[src/include/cfb_pkg.sv]
package cfb_pkg;
	localparam logic [3:0] CLR_OPC = 4'h9;
	localparam logic [7:0] BRN_OPC = 8'he6;
	localparam logic [7:0] IDX_MAX = 8'h5f;
	localparam logic [3:0] QUICK_BANK = 4'h0;
	localparam logic [3:0] QUICK_HI_BANK = 4'hf;
	localparam logic [7:0] QUICK_SPLIT = 8'h80;
	localparam logic [20:0] PC_RST = 21'h000000;
	localparam logic [20:0] PC_STEP = 21'h000002;
	localparam logic [1:0] Q_ZERO = 2'h0;
	localparam logic [1:0] Q_ONE = 2'h1;
	localparam int PC_W = 21;

	typedef enum logic [1:0] {CFB_Q1, CFB_Q2, CFB_Q3, CFB_Q4} cfb_q_t;
	typedef enum logic [1:0] {CFB_NONE, CFB_CLR, CFB_BRN, CFB_NOP} cfb_op_t;

	// data memory request toward the file array
	typedef struct packed {
		logic rd;
		logic wr;
		logic idx;
		logic [11:0] addr;
		logic [7:0] wdata;
	} cfb_mem_t;

	typedef struct packed {
		cfb_op_t op;
		logic [2:0] bit_sel;
		logic [7:0] f_addr;
		logic acc_sel;
		logic [7:0] data;
		logic [20:0] pc;
		logic pc_wr;
		logic flush;
		cfb_mem_t mem;
		logic busy;
	} cfb_state_t;
endpackage
[src/design/cfb_exec.sv]
`timescale 1ns/1ps
module cfb_exec (
	input wire logic ref_clk_in,
	input wire logic rst_in,
	input wire logic [15:0] instr_in,
	input wire logic instr_valid_in,
	input wire logic ext_set_in,
	input wire logic neg_flag_in,
	input wire logic [3:0] bank_pointer_reg_in,
	input wire logic [7:0] mem_rdata_in,
	output cfb_pkg::cfb_q_t q_out,
	output cfb_pkg::cfb_mem_t mem_out,
	output logic [20:0] pc_out,
	output logic pc_wr_out,
	output logic flush_out,
	output logic busy_out
);
	cfb_pkg::cfb_q_t q;
	cfb_pkg::cfb_state_t st_ff;
	cfb_pkg::cfb_state_t nxt_st;
	logic [20:0] br_target;
	logic [20:0] br_delta;

	cfb_qgen u_qgen (
		.ref_clk_in(ref_clk_in),
		.rst_in(rst_in),
		.q_out(q)
	);

	// pc already points past this word; add doubled, sign-extended offset
	assign br_target = st_ff.pc + {{12{st_ff.data[7]}}, st_ff.data, 1'b0};
	assign br_delta = br_target - st_ff.pc;

	always_comb begin
		nxt_st = st_ff;
		nxt_st.pc_wr = 1'b0;
		nxt_st.mem.rd = 1'b0;
		nxt_st.mem.wr = 1'b0;
		case (q)
			cfb_pkg::CFB_Q1: begin
				nxt_st.busy = 1'b1;
				if (st_ff.flush) begin
					nxt_st.op = cfb_pkg::CFB_NOP;
					nxt_st.flush = 1'b0;
				end else if (!instr_valid_in) begin
					nxt_st.op = cfb_pkg::CFB_NONE;
				end else if (instr_in[15:12] == cfb_pkg::CLR_OPC) begin
					nxt_st.op = cfb_pkg::CFB_CLR;
					nxt_st.bit_sel = instr_in[11:9];
					nxt_st.acc_sel = instr_in[8];
					nxt_st.f_addr = instr_in[7:0];
				end else if (instr_in[15:8] == cfb_pkg::BRN_OPC) begin
					nxt_st.op = cfb_pkg::CFB_BRN;
					nxt_st.data = instr_in[7:0];
				end else begin
					nxt_st.op = cfb_pkg::CFB_NONE;
				end
				// dead cycle keeps the target: no word behind it to step over
				if (!st_ff.flush) begin
					nxt_st.pc = st_ff.pc + cfb_pkg::PC_STEP;
				end
			end
			cfb_pkg::CFB_Q2: begin
				if (st_ff.op == cfb_pkg::CFB_CLR) begin
					nxt_st.mem.rd = 1'b1;
					nxt_st.mem.idx = 1'b0;
					// quick bank: low half from bank 0, high half from the top bank
					if (st_ff.acc_sel) begin
						nxt_st.mem.addr = {bank_pointer_reg_in, st_ff.f_addr};
					end else if (ext_set_in && st_ff.f_addr <= cfb_pkg::IDX_MAX) begin
						nxt_st.mem.idx = 1'b1;
						nxt_st.mem.addr = {cfb_pkg::QUICK_BANK, st_ff.f_addr};
					end else if (st_ff.f_addr < cfb_pkg::QUICK_SPLIT) begin
						nxt_st.mem.addr = {cfb_pkg::QUICK_BANK, st_ff.f_addr};
					end else begin
						nxt_st.mem.addr = {cfb_pkg::QUICK_HI_BANK, st_ff.f_addr};
					end
				end
			end
			cfb_pkg::CFB_Q3: begin
				if (st_ff.op == cfb_pkg::CFB_CLR) begin
					nxt_st.mem.wdata = mem_rdata_in & ~(8'h01 << st_ff.bit_sel);
				end
			end
			default: begin
				nxt_st.busy = 1'b0;
				if (st_ff.op == cfb_pkg::CFB_CLR) begin
					nxt_st.mem.wr = 1'b1;
				end else if (st_ff.op == cfb_pkg::CFB_BRN && neg_flag_in) begin
					nxt_st.pc = br_target;
					nxt_st.pc_wr = 1'b1;
					nxt_st.flush = 1'b1;
				end else if (st_ff.op == cfb_pkg::CFB_BRN) begin
					nxt_st.pc_wr = 1'b0;
				end
			end
		endcase
	end

	always_ff @(posedge ref_clk_in) begin
		if (rst_in) begin
			st_ff <= '0;
		end else begin
			st_ff <= nxt_st;
		end
	end

	assign mem_out = st_ff.mem;
	assign pc_out = st_ff.pc;
	assign pc_wr_out = st_ff.pc_wr;
	assign flush_out = st_ff.flush;
	assign busy_out = st_ff.busy;
	assign q_out = q;

	property p_clr_wr;
		@(posedge ref_clk_in) disable iff (rst_in)
		mem_out.rd |-> ##2 mem_out.wr;
	endproperty
	a_clr_wr: assert property (p_clr_wr) else $error("clear write not two after read");

	property p_clr_bit;
		@(posedge ref_clk_in) disable iff (rst_in)
		mem_out.wr |-> mem_out.wdata[st_ff.bit_sel] == 1'b0;
	endproperty
	a_clr_bit: assert property (p_clr_bit) else $error("indexed bit not cleared");

	property p_clr_keep;
		@(posedge ref_clk_in) disable iff (rst_in)
		mem_out.rd ##1 1'b1 |-> ##1 ((mem_out.wdata | (8'h01 << st_ff.bit_sel))
			== ($past(mem_rdata_in, 2) | (8'h01 << st_ff.bit_sel)));
	endproperty
	a_clr_keep: assert property (p_clr_keep) else $error("other bits changed");

	property p_bank;
		@(posedge ref_clk_in) disable iff (rst_in)
		mem_out.rd && st_ff.acc_sel |-> mem_out.addr[11:8] == $past(bank_pointer_reg_in);
	endproperty
	a_bank: assert property (p_bank) else $error("bank pointer not used");

	property p_idx;
		@(posedge ref_clk_in) disable iff (rst_in)
		mem_out.rd |-> mem_out.idx == ($past(ext_set_in) && !st_ff.acc_sel
			&& st_ff.f_addr <= cfb_pkg::IDX_MAX);
	endproperty
	a_idx: assert property (p_idx) else $error("indexed mode wrong");

	property p_taken;
		@(posedge ref_clk_in) disable iff (rst_in)
		q == cfb_pkg::CFB_Q4 && st_ff.op == cfb_pkg::CFB_BRN && neg_flag_in
		|=> pc_wr_out && pc_out == $past(br_target);
	endproperty
	a_taken: assert property (p_taken) else $error("taken branch wrong target");

	property p_not_taken;
		@(posedge ref_clk_in) disable iff (rst_in)
		q == cfb_pkg::CFB_Q4 && st_ff.op == cfb_pkg::CFB_BRN && !neg_flag_in
		|=> !pc_wr_out && !flush_out;
	endproperty
	a_not_taken: assert property (p_not_taken) else $error("untaken branch wrote pc");

	property p_nop;
		@(posedge ref_clk_in) disable iff (rst_in)
		pc_wr_out |-> ##1 st_ff.op == cfb_pkg::CFB_NOP ##1 !mem_out.rd [*3];
	endproperty
	a_nop: assert property (p_nop) else $error("no nop cycle after branch");

	property p_sign;
		@(posedge ref_clk_in) disable iff (rst_in)
		st_ff.op == cfb_pkg::CFB_BRN
		|-> br_delta[cfb_pkg::PC_W - 1] == st_ff.data[7] && !br_delta[0];
	endproperty
	a_sign: assert property (p_sign) else $error("offset sign lost");

	property p_brn_decode;
		@(posedge ref_clk_in) disable iff (rst_in)
		q == cfb_pkg::CFB_Q1 && !st_ff.flush && instr_valid_in
		&& instr_in[15:8] == cfb_pkg::BRN_OPC |=> st_ff.op == cfb_pkg::CFB_BRN;
	endproperty
	a_brn_decode: assert property (p_brn_decode) else $error("branch not decoded");

	property p_pc_step;
		@(posedge ref_clk_in) disable iff (rst_in)
		q == cfb_pkg::CFB_Q1 && !st_ff.flush
		|=> pc_out == $past(pc_out) + cfb_pkg::PC_STEP;
	endproperty
	a_pc_step: assert property (p_pc_step) else $error("pc not stepped");

	property p_nop_pc;
		@(posedge ref_clk_in) disable iff (rst_in)
		q == cfb_pkg::CFB_Q1 && st_ff.flush
		|=> st_ff.op == cfb_pkg::CFB_NOP && $stable(pc_out);
	endproperty
	a_nop_pc: assert property (p_nop_pc) else $error("dead cycle moved pc");

	property p_flush_len;
		@(posedge ref_clk_in) disable iff (rst_in)
		flush_out |=> !flush_out;
	endproperty
	a_flush_len: assert property (p_flush_len) else $error("flush held too long");

	property p_busy;
		@(posedge ref_clk_in) disable iff (rst_in)
		busy_out == (q != cfb_pkg::CFB_Q1);
	endproperty
	a_busy: assert property (p_busy) else $error("busy out of step");

	property p_quick_bank;
		@(posedge ref_clk_in) disable iff (rst_in)
		mem_out.rd && !st_ff.acc_sel && !mem_out.idx
		|-> mem_out.addr[11:8] == (st_ff.f_addr < cfb_pkg::QUICK_SPLIT
			? cfb_pkg::QUICK_BANK : cfb_pkg::QUICK_HI_BANK);
	endproperty
	a_quick_bank: assert property (p_quick_bank) else $error("quick bank half wrong");

	property p_wr_addr;
		@(posedge ref_clk_in) disable iff (rst_in)
		mem_out.wr |-> mem_out.addr == $past(mem_out.addr, 2);
	endproperty
	a_wr_addr: assert property (p_wr_addr) else $error("write address moved");

	property p_clr_decode;
		@(posedge ref_clk_in) disable iff (rst_in)
		q == cfb_pkg::CFB_Q1 && !st_ff.flush && instr_valid_in
		&& instr_in[15:12] == cfb_pkg::CLR_OPC |=> st_ff.op == cfb_pkg::CFB_CLR;
	endproperty
	a_clr_decode: assert property (p_clr_decode) else $error("clear not decoded");
endmodule // cfb_exec

[src/design/cfb_qgen.sv]
`timescale 1ns/1ps
// quarter-cycle sequencer, four clocks per instruction cycle
module cfb_qgen (
	input wire logic ref_clk_in,
	input wire logic rst_in,
	output cfb_pkg::cfb_q_t q_out
);
	cfb_pkg::cfb_q_t q_ff;
	cfb_pkg::cfb_q_t nxt_q;

	always_comb begin
		case (q_ff)
			cfb_pkg::CFB_Q1: nxt_q = cfb_pkg::CFB_Q2;
			cfb_pkg::CFB_Q2: nxt_q = cfb_pkg::CFB_Q3;
			cfb_pkg::CFB_Q3: nxt_q = cfb_pkg::CFB_Q4;
			default: nxt_q = cfb_pkg::CFB_Q1;
		endcase
	end

	always_ff @(posedge ref_clk_in) begin
		if (rst_in) begin
			q_ff <= cfb_pkg::CFB_Q1;
		end else begin
			q_ff <= nxt_q;
		end
	end

	assign q_out = q_ff;
endmodule // cfb_qgen

[config.mk]
export PLATFORM = sky130hd
export DESIGN_NAME = cfb_exec
export DESIGN_NICKNAME = d
export VERILOG_FILES = /design/src/include/cfb_pkg.sv /design/src/design/cfb_exec.sv /design/src/design/cfb_qgen.sv
export SDC_FILE = /design/constraint.sdc
export NUM_CORES = 1
export LEC_CHECK = 0
export ABC_AREA = 0
export BUFFER_PORTS_ARGS = -buffer_cell sky130_fd_sc_hd__clkbuf_2
export CELL_PAD_IN_SITES_DETAIL_PLACEMENT = 1
export CELL_PAD_IN_SITES_GLOBAL_PLACEMENT = 1
export CORE_MARGIN = 10
export CORE_UTILIZATION = 35
export CTS_BUF_LIST = sky130_fd_sc_hd__clkbuf_8
export DETAILED_ROUTE_END_ITERATION = 7
export PLACE_DENSITY_LB_ADDON = 0.1
export SLEW_MARGIN = 40
export SYNTH_ARGS = -nofsm -noshare
export SYNTH_HDL_FRONTEND = slang
export SYNTH_SLANG_ARGS = --single-unit
[constraint.sdc]
create_clock -name ref_clk_in -period 3.9 [get_ports ref_clk_in]
set_clock_uncertainty 0.2 [all_clocks]
set_input_delay 0.585 -clock ref_clk_in [delete_from_list [all_inputs] [get_ports ref_clk_in]]
set_output_delay 0.585 -clock ref_clk_in [all_outputs]
set_load 0.005 [all_outputs]
==> impl_metrics.env <==
export IMPL_power_frac_seq=0.387
export IMPL_grt_pass1_vias=4381
export IMPL_h_tree_depth=3
export IMPL_worstMarginPinSlew_ns=0.756
export IMPL_cpMaxStageDelayCell="a221oi_1"
export IMPL_netlist_instances=558
export IMPL_maxSlewHeadroom=0.494
export IMPL_drt_first_pass_iters=5
export IMPL_whs_ns=0.245
export IMPL_yosysTopAreaCell="dfxtp_1"
export IMPL_synth_edff_count=0
export IMPL_grt_first_pass_wirelength_um=22700
export IMPL_path_class="reg -> reg"
export IMPL_drv_cap=0
export IMPL_p_per_area_mw_per_mm2=409
export IMPL_cpLargestDelayFamily="compound AO/OA/AOI/OAI gates"
export IMPL_drc=0
export IMPL_syn_area_mm2=0.00448
export IMPL_grt_usage=0.156
export IMPL_cp_max_fo=6
export IMPL_grt_max_degree=59
export IMPL_period_needed_ns=2.91
export IMPL_cts_root_buf="clkbuf_8"
export IMPL_hold_viol_final=0
export IMPL_path_cells="ha_1 -> fa_1 -> a21o_1 -> a221oi_1 -> o221a_2 -> o31ai_1 -> xor2_1 -> nand3_1 -> a41oi_2"
export IMPL_area_growth_syn_to_layout_pct=8.88
export IMPL_ant_nets=0
export IMPL_slew_violations=0
export IMPL_num_io_pins=82
export IMPL_ys_ff_latch=70
export IMPL_p_leak_nw=1.99
export IMPL_hpwl_um=10500
export IMPL_finalCritPeriodShare=0.745
export IMPL_cts_clk_slew_worst_paths_ns=0.08
export IMPL_swShare=0.408
export IMPL_p_switching_uw=813
export IMPL_hold_path_class="in -> reg"
export IMPL_synth_cell_type_count=66
export IMPL_worstSkewPairLatency_ns=0.38
export IMPL_status="complete, no violations"
export IMPL_cts_made_buffers=9
export IMPL_antenna_found_initial=0
export IMPL_start_kind="flip-flop"
export IMPL_die_y_um=133
export IMPL_post_cts_buffers=0
export IMPL_num_rows=41
export IMPL_cp_required_ns=3.93
export IMPL_rsz0062_at_grt="false"
export IMPL_port_buffers=80
export IMPL_cts_sinks=70
export IMPL_syn_mean_instance_area_um2=8.03
export IMPL_layout_drive_gt1_share=0.195
export IMPL_cp_num_buf_inv=0
export IMPL_gp_congestion=0.885
export IMPL_clockPowerShare=0.277
export IMPL_internal_power_mw=1.18
export IMPL_arrival_ns=2.93
export IMPL_fmax_mhz=344
export IMPL_drtIter0Drc=131
export IMPL_core_mm2=0.0126
export IMPL_wl_per_cell_um=18.1
export IMPL_finalNetCount=643
export IMPL_cts_tree="done"
export IMPL_final_area_mm2=0.00488
export IMPL_synthesis_nets=616
export IMPL_cts_max_path_buffers=2
export IMPL_synth_top_area_frac=0.313
export IMPL_overflow=0
export IMPL_antenna_cells=0
export IMPL_vias=4084
export IMPL_routed_via_density=5.36
export IMPL_synth_ff_type="dfxtp_1"
export IMPL_yosys_warnings=0
export IMPL_ys_top_cells_by_area="dfxtp_1, buf_4, ha_1, a21oi_1, mux2i_1"
export IMPL_end_kind="flip-flop"
export IMPL_cts_resized=0
export IMPL_setup_tns_final_ns=0
export IMPL_wirelength_um=13800
export IMPL_hold_buffers=0
export IMPL_comb_power_share=0.336
export IMPL_dpl_cell_area_mm2=0.00470
export IMPL_ys_seq_area_frac=0.313
export IMPL_max_vdd_ir_drop_uv=146
export IMPL_synth_async_reset_ratio=0
export IMPL_start_util=0.356
export IMPL_finalSetupViolations=0
export IMPL_die_x_um=133
export IMPL_die_area_mm2=0.0177
export IMPL_slowest_delay_ns=0.49
==> Yosys cell counts (3+ instances only) <==
cell type  instances
a211oi_1           5
a21o_1            11
a21oi_1           48
a221oi_1           4
a22oi_1            4
a31oi_1            4
and2_1             5
and3_1             6
and4_1             3
buf_2              8
buf_4             46
clkbuf_1          16
dfxtp_1           70
ha_1              24
inv_1              7
mux2i_1           24
nand2_1           63
nand2b_1           5
nand3_1           19
nand4_1            8
nor2_1            51
nor2b_1            8
nor3_1            18
nor3b_1            4
nor4_1             3
o211ai_1           3
o21ai_0           23
o221ai_1           3
o311ai_0           4
or3_1              3
or4_1              3
xnor2_1           10
xor2_1             6
==> flip-flops by register name, indices dropped and copies added, names as in the netlist <==
name and count:
flush_out 1, busy_out 1, mem_out 23, st_ff 22, u_qgen.q_out 2, pc_out 20, pc_wr_out 1
==> layout by cell type (no fill, tap or decap), types with 3 or more instances in the layout <==
master,netlist,routed
clkbuf_8,0,10
nor2_1,51,51
nor3_1,18,18
o311ai_0,4,4
inv_1,7,8
ha_1,24,24
nand2b_1,5,5
and4_1,3,3
buf_4,46,8
a211oi_1,5,5
a21oi_1,48,48
or3_1,3,3
xor2_1,6,6
xnor2_1,10,10
nor2b_1,8,8
and3_1,6,6
nand4_1,8,8
a221oi_1,4,4
dfxtp_1,70,70
o21ai_0,23,23
nand2_1,63,63
nor4_1,3,3
a22oi_1,4,4
a31oi_1,4,4
nor3b_1,4,4
clkbuf_2,0,80
mux2i_1,24,24
and2_1,5,5
o211ai_1,3,3
o221ai_1,3,3
nand3_1,19,19
or4_1,3,3
a21o_1,11,11
==> metrics by stage <==
step | power (mW) | util | cells | worst slack [ns]
2_1_floorplan | 1.20 | - | 558 | 1.11
3_3_place_gp | 1.45 | 0.374 | 746 | 1.09
3_5_place_dp | 1.46 | 0.374 | 746 | 1.03
4_1_cts | 2.03 | 0.388 | 762 | 1.02
5_1_grt | 2.12 | 0.388 | 762 | 0.815
6_report | 1.99 | 0.388 | 762 | 0.995
==> worst reg2reg max path, stage by stage (launching register included) <==
cell      delay (ns)
dfxtp_1         0.36
ha_1            0.24
fa_1            0.41
a21o_1          0.20
a221oi_1        0.49
o221a_2         0.38
o31ai_1         0.11
xor2_1          0.16
nand3_1         0.11
a41oi_2         0.09
==> per-layer routing <==
| metal | wire length, um | track usage | part of all wire | up-vias |
|---|---|---|---|---|
| met3 | 652 | 0.0342 | 0.047 | 16 |
| li1 | - | - | - | 2017 |
| met1 | 6290 | 0.190 | 0.46 | 1981 |
| met2 | 6600 | 0.261 | 0.48 | 70 |
| met5 | 0 | 0 | 0 | - |
| met4 | 246 | 0.0629 | 0.018 | 0 |
==> worst paths after layout <==
check                  start          end  slack [ns]  cells after the start
setup / recovery   pc_out[1]   pc_out[19]        0.99                      9
hold / removal    ext_set_in  mem_out[20]        0.25                      3
setup reg to reg   pc_out[1]   pc_out[19]        0.99                      9
hold reg to reg   mem_out[5]   mem_out[5]        0.25                      2
==> cell type report <==
type	count	area [um2]
clock buffer	10	138
fill	1531	7690
tap	172	215
clock inverter	6	37.5
sequential	70	1400
timing repair buffer	88	460
multi-input combinational	408	2590
inverter	8	30.0
==> cell families after synthesis <==
kind of cell,count (synthesis),synth area share
AO/OA/AOI/OAI,129,0.185
XOR/XNOR,16,0.0313
adder cells (fa/ha/maj),25,0.0715
buffers and inverters,80,0.108
flip-flops,70,0.313
multiplexers,25,0.0561
other,1,0.000837
AND/OR/NAND/NOR,212,0.234
==> power groups by stage <==
stage / logic [mW] / clock network [mW] / registers (mW)
after floorplan: 0.413 / 0 / 0.783
after global placement: 0.661 / 0 / 0.787
after detailed placement: 0.674 / 0 / 0.789
after CTS: 0.680 / 0.575 / 0.773
after global routing: 0.741 / 0.602 / 0.777
final: 0.670 / 0.552 / 0.772
No activity file was read; power rests on OpenSTA's default activity.
